$ cat src/rfc_pkg.sv
package rfc_pkg;
  localparam logic [6:0] RFC_ADDR_RX_FUNC = 7'h08;
  localparam logic [6:0] RFC_ADDR_XTAL_LOAD = 7'h09;
  localparam int RFC_ANT_MSB = 7;
  localparam int RFC_ANT_LSB = 5;
  localparam int RFC_MPK_BIT = 4;
  localparam int RFC_LDM_BIT = 2;
  localparam int RFC_FCLR_BIT = 1;
  localparam int RFC_SHFT_BIT = 7;
  localparam logic [7:0] RFC_RX_FUNC_RST = 8'h00;
  localparam logic [7:0] RFC_XTAL_LOAD_RST = 8'h00;
  localparam logic [7:0] RFC_RX_FUNC_WMASK = 8'hF6;
  typedef enum logic [1:0] {
    RFC_CLR_IDLE = 2'b00,
    RFC_CLR_ARMED = 2'b01
  } rfc_clr_e;
endpackage : rfc_pkg

$ cat src/rfc_regs.sv
`timescale 1ns/1ps
`default_nettype none
// Notes on behaviour
// - Codes 000-011 drive fixed antenna levels.
// - Codes 100-111 hand receive control to diversity.
// - Multi-packet bit keeps receive on after packets.
// - Low-duty enable turns receiver on periodically.
// - Clear bit written 1 then 0 empties FIFO.
// - Seven-bit crystal load code in bits 6:0.
// - Coarse shift bit is separate, not ordered.
// - Valid packet clears manual receive-on if single.
module rfc_regs (
  input wire logic clk,
  input wire logic rst_n,
  input wire logic reg_wr_en,
  input wire logic reg_rd_en,
  input wire logic [6:0] reg_addr,
  input wire logic [7:0] reg_wdata,
  output logic [7:0] reg_rdata,
  input wire logic rx_state,
  input wire logic pkt_valid,
  input wire logic div_ant_a,
  input wire logic div_ant_b,
  output logic antenna_select_out_a,
  output logic antenna_select_out_b,
  output logic fifo_mode_multi_pkt,
  output logic rx_leave_req,
  output logic rxon_auto_clr,
  output logic low_duty_enable,
  output logic div_enable,
  output logic div_beacon_mode,
  output logic rx_fifo_clear,
  output logic [6:0] xtal_load_code,
  output logic xtal_coarse_shift
);
  import rfc_pkg::*;

  logic [7:0] rx_func_r;
  logic [7:0] xtal_load_r;
  logic [7:0] rdata_nxt;
  rfc_clr_e clr_r;
  logic fifo_clr_r;
  logic ant_a_nxt;
  logic ant_b_nxt;
  logic [2:0] ant_sel;
  logic wr_func;

  assign wr_func = reg_wr_en && (reg_addr == RFC_ADDR_RX_FUNC);
  assign ant_sel = rx_func_r[RFC_ANT_MSB:RFC_ANT_LSB];

  // Reserved bits 3 and 0 are not stored and read back as zero.
  always_ff @(posedge clk or negedge rst_n) begin
    if (!rst_n) begin
      rx_func_r <= RFC_RX_FUNC_RST;
    end else if (wr_func) begin
      rx_func_r <= reg_wdata & RFC_RX_FUNC_WMASK;
    end
  end

  always_ff @(posedge clk or negedge rst_n) begin
    if (!rst_n) begin
      xtal_load_r <= RFC_XTAL_LOAD_RST;
    end else if (reg_wr_en && (reg_addr == RFC_ADDR_XTAL_LOAD)) begin
      xtal_load_r <= reg_wdata;
    end
  end

  // A lone write of 1 does nothing; the clear fires on the later write of 0.
  always_ff @(posedge clk or negedge rst_n) begin
    if (!rst_n) begin
      clr_r <= RFC_CLR_IDLE;
      fifo_clr_r <= 1'b0;
    end else begin
      fifo_clr_r <= 1'b0;
      case (clr_r)
        RFC_CLR_IDLE: begin
          if (wr_func && reg_wdata[RFC_FCLR_BIT]) begin
            clr_r <= RFC_CLR_ARMED;
          end
        end
        RFC_CLR_ARMED: begin
          if (wr_func && !reg_wdata[RFC_FCLR_BIT]) begin
            clr_r <= RFC_CLR_IDLE;
            fifo_clr_r <= 1'b1;
          end
        end
        default: clr_r <= RFC_CLR_IDLE;
      endcase
    end
  end

  always_comb begin
    if (rx_state) begin
      case (ant_sel)
        3'h0, 3'h2: begin
          ant_a_nxt = 1'b0;
          ant_b_nxt = 1'b1;
        end
        3'h1, 3'h3: begin
          ant_a_nxt = 1'b1;
          ant_b_nxt = 1'b0;
        end
        default: begin
          ant_a_nxt = div_ant_a;
          ant_b_nxt = div_ant_b;
        end
      endcase
    end else if (ant_sel[2]) begin
      ant_a_nxt = ant_sel[0];
      ant_b_nxt = ant_sel[0];
    end else begin
      ant_a_nxt = ant_sel[1];
      ant_b_nxt = ant_sel[1];
    end
  end

  // Combinational so the pins change in the cycle receive state changes.
  assign antenna_select_out_a = ant_a_nxt;
  assign antenna_select_out_b = ant_b_nxt;

  assign div_enable = rx_state && ant_sel[2];
  assign div_beacon_mode = ant_sel[2] && ant_sel[1];
  assign fifo_mode_multi_pkt = rx_func_r[RFC_MPK_BIT];
  assign rx_leave_req = pkt_valid && !rx_func_r[RFC_MPK_BIT];
  assign rxon_auto_clr = pkt_valid && !rx_func_r[RFC_MPK_BIT];
  assign low_duty_enable = rx_func_r[RFC_LDM_BIT];
  assign rx_fifo_clear = fifo_clr_r;
  // The coarse bit leaves as its own signal, never merged with the code.
  assign xtal_load_code = xtal_load_r[6:0];
  assign xtal_coarse_shift = xtal_load_r[RFC_SHFT_BIT];

  always_comb begin
    rdata_nxt = 8'h00;
    if (reg_rd_en) begin
      case (reg_addr)
        RFC_ADDR_RX_FUNC: rdata_nxt = rx_func_r;
        RFC_ADDR_XTAL_LOAD: rdata_nxt = xtal_load_r;
        default: rdata_nxt = 8'h00;
      endcase
    end
  end

  always_ff @(posedge clk or negedge rst_n) begin
    if (!rst_n) begin
      reg_rdata <= 8'h00;
    end else if (reg_rd_en) begin
      reg_rdata <= rdata_nxt;
    end
  end
endmodule : rfc_regs
`default_nettype wire

$ cat config.mk
export PLATFORM = sky130hd
export DESIGN_NAME = rfc_regs
export DESIGN_NICKNAME = d
export VERILOG_FILES = /design/src/rfc_pkg.sv /design/src/rfc_regs.sv
export SDC_FILE = /design/constraint.sdc
export NUM_CORES = 1
export LEC_CHECK = 0
export ABC_AREA = 1
export BUFFER_PORTS_ARGS = -buffer_cell sky130_fd_sc_hd__buf_4
export CORE_MARGIN = 1
export CORE_UTILIZATION = 47
export DETAILED_ROUTE_END_ITERATION = 10
export GPL_TIMING_DRIVEN = 0
export PLACE_DENSITY = 0.77
export SYNTH_ARGS = -nofsm -noshare
export SYNTH_HDL_FRONTEND = slang
export SYNTH_SLANG_ARGS = --single-unit
$ cat constraint.sdc
create_clock -name clk -period 1.7 [get_ports clk]
set_input_delay 0.17 -clock clk [delete_from_list [all_inputs] [get_ports clk]]
set_output_delay 0.17 -clock clk [all_outputs]
set_load 0.01 [all_outputs]
Word level (Yosys, flattened, before mapping). Cells that the tools add are included.

Flip-flop bits (word level): 25. Output and inout bits: 25. Word-level logic and storage cells: 38.

Eq/ne operators: 8. Muxes and demuxes: 11. Reductions and logical operators: 14.

Operators with widths (count): $pmux 8 s2 (1); $eq 7x4->1 const B (2); $logic_and 1x1->1 (7); $eq 3x2->1 const B (2); $mux 1 (5); $mux 2 (2); $ne 2x2->1 const B (2); $pmux 1 s2 (2); $pmux 2 s2 (1); $reduce_or 2->1 (2); $eq 3x1->1 const B (1); $logic_not 3->1 (1); $eq 2x1->1 const B (1); $logic_not 1->1 (2); $logic_not 2->1 (1); $reduce_and 2->1 (1).

Depth between registers and ports, before layout. Gate-level depths: netlist of run 1.

Word-level depth: 5. Gate-level depth with buffers: 8. Depth with buffers taken out: 7.

Worst setup path after synthesis of run 1. Ideal clock, no wire load.

Path type: register to output. Start point: reg rx_func_r[4]. End point: out rxon_auto_clr. Data arrival time: 0.808 ns. Required time: 1.530 ns. Path slack: 0.722 ns. Cell stages (with the launch flop): 3. Buffers on the path: 1. Cells stage by stage: dfrtp_1 > nor2_1 > buf_4.

Word-level cells in the longest chain between the ends: 2.

RTL lines: start: declaration (RTL line rfc_regs.sv:38) `logic [7:0] rx_func_r;`; start signal: assignment (RTL line rfc_regs.sv:56) `rx_func_r <= reg_wdata & RFC_RX_FUNC_WMASK;`; $logic_not 1->1; $logic_and 1x1->1; end: declaration (RTL line rfc_regs.sv:28) `output logic rxon_auto_clr,`.

No other way between the ends.

Final worst setup path of run 1.
Start point: reg rx_func_r[7]. End point: out antenna_select_out_b.

Word-level cells in the longest chain between the ends: 4. Elaborated cells between the ends (all ways): 9.

RTL lines: $eq 3x1->1 (tied with other cells) (RTL line rfc_regs.sv:94) `case (ant_sel)`; $reduce_or 2->1 (RTL line rfc_regs.sv:94); $pmux 1 s2 (RTL line rfc_regs.sv:94); $mux 1 (*) (RTL line rfc_regs.sv:93) `if (rx_state) begin`; end: declaration (RTL line rfc_regs.sv:25) `output logic antenna_select_out_b,`.

Mark *: on every way between the ends. The rest lies on a longest branch, timed or not.

==> summary.md, run 1 <==
| Metric | Value |
|---|---|
| Status | finished clean |
| Post-CTS Setup Bufs | 0 |
| M2 GR Usage | 0.371 |
| GRT Resource Usage Total | 0.229 |
| Dpl ws | between 0.5 and 0.6 ns |
| Mean Syn Cell Area | ~8.3 sq um |
| Pre-Repair DR Iteration Count | 4 |
| Die Y-Extent | 53.3 microns |
| Largest net degree at the start of global routing | 25 |
| Setup_tns | 0 ns |
| Slowest CP cell | dfrtp_1 |
| Reg-to-reg startpoint | rx_func_r[7] |
| Peak supply drop | approximately 580 uV |
| Crit-path max FO | 7 |
| Largest area contributor in the netlist | dfrtp_1 |
| Worst R2R Path Depth | 4 |
| Vias in the first global route | 1006 |
| Worst Setup Start Kind | flop |
| Slew margin rel. | 0.650 |
| Gate Count Post-Synth | roughly 150 |
| Crit share post-route | 0.895 |
| Top-area cell type share of the netlist area | 0.486 |
| Max Buffers Root-to-Sink | 2 |
| Leakage power | just over 1 nW |
| Drt initial violations | 9 |
| Commonest non-fill, non-tap cell in the layout | nand2_1 |
| RSZ-0062 raised after global routing | no |
| I/O Buffers | 46 |
| Core Box Area | 2480 sq um |
| Slew @ Worst Pin | between 0.5 and 0.6 ns |
| MaxCap Viol Count | 0 |
| First-pass GRT wire length | between 4000 and 5000 microns |
| Drt drc | 0 |
| Cell area after synthesis | 1230 sq um |
| CP Capture Type | primary output |
| Final Hold Viols | 0 |
| Via count | 1166 |
| Critical-path cell list | o21ai_0 > nand3_1 > buf_4 |
| FMAX | around 0.66 GHz |
| DIE WIDTH | 53.3 microns |
| TritonCTS buffer count | 3 |
| Initial Util | 0.498 |
| DP HPWL | 2140 microns |
| # diodes | 0 |
| CP Class | flop to primary output |
| # rows | 18 |
| Vias/cell | approximately 5 |
| Overflow after GRT | 0 |
| Final Skew | about 0.0010 ns |
| Routability cong. | between 0.7 and 0.8 |
| Area Growth Syn to Fin | 35.6% |
| Critical R2R Capture | reg_rdata[7] |
| Setup ws final | ~0.18 ns |
| Clk pin slew, worst setup/hold paths | ~0.14 ns |
| DR WL/cell | between 10 and 15 microns |
| Share of layout cells above drive strength 1 | 0.328 |
| Hold crit path type | input pin to flop |
| Final ANT Viol Nets | 0 |
| #FFs+latches synth | 24 |
| CTS Root Cell | clkbuf_4 |
| CP Data Required Time | roughly 1.5 ns |
| Critical path origin | rx_func_r[7] |
| Fillers | around 220 |
| Pwr per Cell Area | roughly 700 nW/um^2 |
| CTS tree | done |
| Most used routing layer | met2 |
| Routed WL | roughly 2900 microns |
| Crit path to | antenna_select_out_b |
| Main area contributors after synthesis | dfrtp_1 (49%), nand2_1 (19%), nor2_8 (6.5%) |
| Die Area | 2840 sq um |
| Slew Viols, Final | 0 |
| Synth unique cells | 18 |
| Synth warnings | 0 |
| CTS Sinks | 24 |
| Worst R2R Setup Slack | around 0.85 ns |
| Slowest stage delay, CP | 0.47 ns |
| WP data arrival | around 1.4 ns |
| Commonest cells after routing, fill and taps aside | nand2_1 (64), buf_4 (47), dfrtp_1 (24), nand3_1 (14), o21ai_1 (13) |
| Post-synthesis sequential area ratio | 0.486 |
| Fin crit period | ~1.5 ns |
| Top Ports | 48 |
| Met1 GRT Util | 0.301 |
| Met3 usage | 0.0345 |
| Syn Nets | roughly 170 |
| H-tree depth | 1 |
| Initial antenna violation count | 0 |
| Worst-Skew Late Latency | about 0.32 ns |
| Final #Nets | between 200 and 250 |
| Setup-failing EPs final | 0 |
-- worst min-delay path by stage --
| stage | startpoint | to | slack [ns] | cells after the start |
|---|---|---|---|---|
| after global placement | rst_n | reg_rdata[5] | 0.08 | 1 |
| final | reg_wdata[3] | xtal_load_r[3] | 0.04 | 3 |
| after CTS | reg_wdata[5] | xtal_load_r[5] | 0.04 | 3 |
| after global routing | reg_wdata[6] | rx_func_r[6] | 0.03 | 3 |
| after detailed placement | rst_n | reg_rdata[7] | 0.09 | 1 |
| after floorplan | rst_n | clr_r[0] | -0.13 | 0 |
-- synth_stat cells --
cell and n:
a21oi_1 1, buf_4 1, inv_1 12, nor2_1 2, nor2_8 4, nor2_4 1, nand2_2 2, nor3_2 1
o21ai_0 1, o211ai_1 1, buf_6 2, nand3_1 14, nand2_1 64, clkbuf_1 1, nand2_4 3, o21ai_1 13
inv_2 2, dfrtp_1 24
-- metrics by stage --
step	power, mW	utilization	hold slack [ns]	cells	cell area (sq um)
3_3_place_gp	0.861	0.653	0.0798	225	1620
3_5_place_dp	0.869	0.653	0.0878	225	1620
6_report	1.17	0.676	0.0436	231	1670
4_1_cts	1.18	0.676	0.0420	231	1670
2_1_floorplan	0.740	-	-0.126	149	1230
5_1_grt	1.23	0.676	0.0343	231	1670
-- timing repair --
item | CTS | global route
hold buffers | 2 | 0
resized for setup | 0 | 0
endpoints found under the hold margin | 25 | 0
-- metal layers --
layer / vias up / routed length [microns]
li1: 570 / -
met1: 549 / 1220
met2: 42 / 1460
met3: 5 / 171
met4: 0 / 46
met5: - / 0
-- where the power goes --
part	switching [mW]	internal (mW)	total (mW)
Combinational	0.119	0.109	0.228
Clock	0.182	0.131	0.313
Sequential	0.0283	0.604	0.632
-- flip-flops by register name, indices dropped and copies added (netlist names) --
register / cells
clr_r: 1
reg_rdata: 8
rx_fifo_clear: 1
rx_func_r: 6
xtal_load_r: 8
-- area by class of cell --
type	instances	area [sq um]	share of cell area
flip-flops and latches	24	601	0.359
multi-input cells	107	548	0.327
repair buffers	48	365	0.218
inverters	14	52.6	0.0314
well taps	30	37.5	0.0224
clock buffers	4	36.3	0.0217
plain buffers	4	33.8	0.0202
-- kinds of logic (layout without fill, tap and decap cells) --
kind of cell | count (synthesis) | after routing | synth area share
flip-flops | 24 | 24 | 0.486
AO/OA/AOI/OAI | 16 | 16 | 0.0669
AND/OR/NAND/NOR | 91 | 91 | 0.377
buffers and inverters | 18 | 70 | 0.0699
-- critical path, delay by kind of cell (launching register included) --
kind                   cells  cell delay, ns
AOI/OAI and AO/OA          1            0.29
buffers and inverters      1            0.16
DFF                        1            0.47
and+or+nand+nor            1            0.11
Note: power is estimated with default switching activity, not from simulation.
==> inputs of run 2 (changes only) <==
- CORE_UTILIZATION: 47 -> 43
- HOLD_SLACK_MARGIN: not set -> 0.08
- PLACE_DENSITY: 0.77 -> 0.75
- clock period: 1.7 -> 1.25 ns (I/O delays scaled with it)
==> summary.md, run 2 (synthesis gave the netlist of run 1 again) <==
| Metric | Value |
|---|---|
| Fillers | 238 (+6.3%) |
| Slew Viols, Final | 0 (unchanged) |
| Overflow after GRT | 0 (unchanged) |
| Hold crit path type | input pin to flop |
| Crit-path max FO | 7 (unchanged) |
| Area Growth Syn to Fin | 43.4% |
| Routability cong. | 0.800 (+1.6%) |
| Multi-input logic area | 566 sq um (+3.2%) |
| Peak supply drop | 880 uV (+52%) |
| Drt drc | 0 (unchanged) |
| Commonest non-fill, non-tap cell in the layout | nand2_1 |
| DIE WIDTH | 55.6 microns (+4.4%) |
| Fin crit period | between 1 and 1.5 ns |
| Via count | 1218 (+4.5%) |
| Final instance area | 1770 sq um (+5.8%) |
| Drt initial violations | 47 (+38) |
| Slew @ Worst Pin | 0.461 ns (-0.0631 ns) |
| Worst Setup Start Kind | flop |
| CP Class | flop to primary output |
| Initial Util | 0.452 (-0.0468) |
| Clk pin slew, worst setup/hold paths | 0.12 ns (-0.02 ns) |
| DP HPWL | 2260 microns (+5.8%) |
| Pwr per Cell Area | 881 nW/um^2 (+26%) |
| Leakage power | 1.05 nW (+3.0%) |
| Max Buffers Root-to-Sink | 2 (unchanged) |
| Largest regs | reg_rdata: 8 flops, xtal_load_r: 8 flops, rx_func_r: 6 flops |
| Sequential cell area | 603 sq um (+0.42%) |
| Setup ws final | -0.113 ns (-0.292 ns) |
| DR WL/cell | 12.7 microns (+1.5%) |
| CP Capture Type | primary output |
| CTS Sinks | 24 (unchanged) |
| Slew margin rel. | 0.692 (+0.0421) |
| Die Y-Extent | 55.6 microns (+4.4%) |
| Top Ports | 48 (unchanged) |
| CP Data Required Time | 1.12 ns (-0.41 ns) |
| Commonest cells after routing, fill and taps aside | nand2_1 (64), buf_4 (48), dfrtp_1 (22), nand3_1 (14), o21ai_1 (13) |
| Crit share post-route | 1.09 |
| Post-DP Area | 1620 sq um (about the same) |
| First-pass GRT wire length | 5390 microns (+20%) |
| Final #Nets | 234 (+4.0%) |
| Failing checks | negative setup slack |
| Dpl ws | 0.0995 ns (-0.434 ns) |
| # diodes | 0 (unchanged) |
| CTS tree | done |
| Largest net degree at the start of global routing | 25 (unchanged) |
| I/O Buffers | 46 (unchanged) |
| GRT Resource Usage Total | 0.224 (-0.00520) |
| Routed WL | 3060 microns (+5.5%) |
| Core Box Area | 2730 sq um (+10%) |
| Vias in the first global route | 1258 (+25%) |
| Setup-failing EPs final | 2 (+2) |
| Initial antenna violation count | 0 (unchanged) |
| Die Area | 3090 sq um (+8.9%) |
| Final ANT Viol Nets | 0 (unchanged) |
| H-tree depth | 1 (unchanged) |
| FMAX | 0.734 GHz |
| Vias/cell | 5.08 (+0.54%) |
| WP data arrival | 1.24 ns (-0.11 ns) |
| Setup_tns | -0.219 ns (-0.219 ns) |
| Final Hold Viols | 0 (unchanged) |
| RSZ-0062 raised after global routing | yes |
| Final Skew | 0.00168 ns (+0.000649 ns) |
| Pre-Repair DR Iteration Count | 4 (unchanged) |
| Worst-Skew Late Latency | 0.31 ns (about the same) |
| MaxCap Viol Count | 0 (unchanged) |
| CTS Root Cell | clkbuf_4 |
| # rows | 19 (+1) |
| Total power | 1.56 mW (+33%) |
| Share of layout cells above drive strength 1 | 0.354 (+0.0257) |
| TritonCTS buffer count | 3 (unchanged) |
| Status | finished, violations left |
==> run 2: changes by cell type in the layout (fill, tap and decap cells not counted), sizes merged <==
cell / before / now
dlygate4sd3: 2 / 9
clkbuf: 5 / 4
buf: 49 / 51
==> run 2: final cells by class <==
| type | count | area share |
|---|---|---|
| sequential | 24 | 0.341 |
| buffer | 3 | 0.0148 |
| timing repair buffer | 58 | 0.261 |
| inverter | 14 | 0.0297 |
| tap | 31 | 0.0219 |
| multi-input combinational | 107 | 0.319 |
| clock buffer | 3 | 0.0127 |
==> run 2: final timing paths <==
path / start / to / slack, ns / cells after the start
setup / recovery: rx_func_r[7] / antenna_select_out_a / -0.11 / 5
hold / removal: reg_rd_en / reg_rdata[7] / 0.16 / 3
setup reg to reg: rx_func_r[7] / reg_rdata[7] / 0.28 / 5
hold reg to reg: reg_rdata[4] / reg_rdata[4] / 0.50 / 2
max in group asynchronous: rst_n / rx_func_r[7] / 0.75 / 2
min in group asynchronous: rst_n / reg_rdata[7] / 0.24 / 2
==> run 2: power breakdown <==
part	leakage, nW	switching, mW	internal, mW
Clock	0.0138	0.220	0.113
Sequential	0.318	0.0485	0.823
Combinational	0.722	0.175	0.181
Total	1.05	0.444	1.12
==> run 2: repair_timing <==
item,in CTS,in global routing
resized for setup,6,4
hold endpoints to repair,40,0
buffers inserted,3,0
setup endpoints to repair,3,3
pin swaps,1,1
hold buffers,9,0
==> run 2: through the flow <==
step	instances	utilization	hold WS, ns
floorplan	149	-	-0.171
global placement	226	0.592	0.0333
detailed placement	226	0.592	0.0434
CTS	241	0.646	0.171
global route	240	0.648	0.192
finish	240	0.648	0.160
==> run 2: worst max-delay path, cell delays in order, from the launching register on <==
cell and delay, ns:
dfrtp_2 0.49, nor2_4 0.11, inv_1 0.04, o211ai_1 0.07, nand2_1 0.09, buf_6 0.12
==> run 2: layer usage <==
layer / GRT usage / wire, microns
met1: 0.248 / 1220
met2: 0.403 / 1600
met3: 0.0465 / 161
met4: 0.111 / 71
met5: 0 / 0
==> inputs of run 3 (changes only) <==
- CORE_UTILIZATION: 43 -> 51
- PLACE_DENSITY: 0.75 -> 0.83
- clock period: 1.25 -> 1.6 ns (I/O delays scaled with it)
==> summary.md, run 3 (synthesis gave the netlist of run 1 again) <==
| Metric | Value |
|---|---|
| CP Data Required Time | 1.44 ns (+0.32 ns) |
| Post-CTS sizing | 0 (-6) |
| Commonest non-fill, non-tap cell in the layout | nand2_1 |
| Fillers | 172 (-28%) |
| Multi-input logic area | 548 sq um (-3.1%) |
| Hold crit path type | input pin to flop |
| Overflow after GRT | 0 (unchanged) |
| Routability cong. | 0.802 (+0.21%) |
| WP data arrival | 1.34 ns (+0.10 ns) |
| CP Class | flop to primary output |
| Final #Nets | 232 (-0.85%) |
| Final core occ | 0.780 (+0.132) |
| Fin crit period | between 1.5 and 2 ns |
| Final Hold Viols | 0 (unchanged) |
| Sequential cell area | 601 sq um (-0.41%) |
| Area Growth Syn to Fin | 42.4% |
| First-pass GRT wire length | 5040 microns (-6.4%) |
| # diodes | 0 (unchanged) |
| DR WL/cell | 13.3 microns (+4.3%) |
| Commonest cells after routing, fill and taps aside | nand2_1 (64), buf_4 (47), dfrtp_1 (24), nand3_1 (14), o21ai_1 (13) |
| Core Box Area | 2250 sq um (-18%) |
| Pwr per Cell Area | 782 nW/um^2 (-11%) |
| Die Area | 2620 sq um (-15%) |
| Final ANT Viol Nets | 0 (unchanged) |
| Slowest CP cell | dfrtp_1 |
| CTS Sinks | 24 (unchanged) |
| Setup-failing EPs final | 0 (-2) |
| GRT Resource Usage Total | 0.267 (+0.0431) |
| Top Ports | 48 (unchanged) |
| Vias in the first global route | 1156 (-8.1%) |
| Share of layout cells above drive strength 1 | 0.317 (-0.0368) |
| Critical-path cell list | nor2_1 > inv_1 > o211ai_1 > nand2_1 > buf_4 |
| H-tree depth | 1 (unchanged) |
| Initial antenna violation count | 0 (unchanged) |
| Largest regs | reg_rdata: 8 flops, xtal_load_r: 8 flops, rx_func_r: 6 flops |
| Initial Util | 0.548 (+0.0960) |
| Clk pin slew, worst setup/hold paths | 0.13 ns (about the same) |
| Leakage power | 1.06 nW (+0.55%) |
| Via count | 1217 (-0.082%) |
| Drt drc | 0 (unchanged) |
| Max Buffers Root-to-Sink | 2 (unchanged) |
| DP HPWL | 2170 microns (-4.1%) |
| Slew @ Worst Pin | 0.510 ns (+0.0488 ns) |
| Vias/cell | 5.16 (+1.6%) |
| CTS tree | done |
| Status | finished clean |
| Setup_tns | 0 ns (+0.219 ns) |
| Slowest stage delay, CP | 0.47 ns (-0.02 ns) |
| Crit share post-route | 0.940 |
| Die Y-Extent | 51.2 microns (-7.9%) |
| RSZ-0062 raised after global routing | no |
| DIE WIDTH | 51.2 microns (-7.9%) |
| TritonCTS buffer count | 3 (unchanged) |
| Largest net degree at the start of global routing | 25 (unchanged) |
| Routed WL | 3130 microns (+2.5%) |
| Final Skew | 0.00315 ns (+0.00147 ns) |
| Crit-path max FO | 7 (unchanged) |
| Peak supply drop | 675 uV (-23%) |
| CP top delay family | flip-flops |
| CP Capture Type | primary output |
| Worst Setup Start Kind | flop |
| # rows | 17 (-2) |
| Total power | 1.38 mW (-12%) |
| FMAX | 0.665 GHz |
| Worst-Skew Late Latency | 0.31 ns (about the same) |
| Pre-Repair DR Iteration Count | 5 (+1) |
| Slew margin rel. | 0.660 (-0.0326) |
| I/O Buffers | 46 (unchanged) |
| MaxCap Viol Count | 0 (unchanged) |
| Crit path buf inv count | 2 (unchanged) |
| CTS Root Cell | clkbuf_4 |
| Drt initial violations | 33 (-30%) |
| Slew Viols, Final | 0 (unchanged) |
run 3: stage by stage:
stage | setup slack [ns] | instances | hold WS (ns) | instance area, sq um
after floorplan | 0.632 | 149 | -0.136 | 1230
after global placement | 0.488 | 223 | 0.0697 | 1620
after detailed placement | 0.456 | 223 | 0.0740 | 1620
after CTS | 0.102 | 236 | 0.190 | 1760
after global routing | 0.0298 | 236 | 0.243 | 1760
final | 0.0960 | 236 | 0.197 | 1760
run 3: path summary, 6_finish.rpt:
path	startpoint	endpoint	slack (ns)	depth (start not counted)
max reg2reg	rx_func_r[7]	reg_rdata[7]	0.74	4
min	reg_rd_en	reg_rdata[5]	0.20	3
min reg2reg	reg_rdata[4]	reg_rdata[4]	0.51	2
max	rx_func_r[7]	antenna_select_out_a	0.1	5
max in group asynchronous	rst_n	rx_func_r[1]	1.11	2
min in group asynchronous	rst_n	xtal_load_r[4]	0.26	2
run 3: what timing repair did:
item                                   CTS  global route
setup buffers                            0             0
hold buffers                             9             0
endpoints found under the hold margin   39             0
run 3: final cells by class:
class                           count  share of cell area
Timing Repair Buffer               55               0.248
Clock inverter                      1              0.0171
Multi-Input combinational cell    107               0.312
Tap cell                           28              0.0199
Clock buffer                        3              0.0128
Buffer                              4              0.0192
Inverter                           14              0.0299
Sequential cell                    24               0.342
run 3: routing by layer:
| metal | share of wire | up-vias | track usage |
|---|---|---|---|
| met2 | 0.54 | 52 | 0.493 |
| met4 | 0.017 | 0 | 0.104 |
| met3 | 0.056 | 6 | 0.0357 |
| met5 | 0 | - | 0 |
| met1 | 0.39 | 573 | 0.309 |
| li1 | - | 586 | - |
run 3: worst reg2reg max path, stage by stage, from the launching register on:
cell and delay [ns]:
dfrtp_1 0.47, nand3_1 0.12, nand2_1 0.07, nand2_1 0.06, nand2_1 0.05
run 3: power breakdown:
| part | leakage (nW) | total (mW) | switching [mW] | internal, mW |
|---|---|---|---|---|
| Combinational | 0.713 | 0.260 | 0.133 | 0.127 |
| Sequential | 0.319 | 0.676 | 0.0345 | 0.642 |
| Clock | 0.0279 | 0.439 | 0.186 | 0.253 |
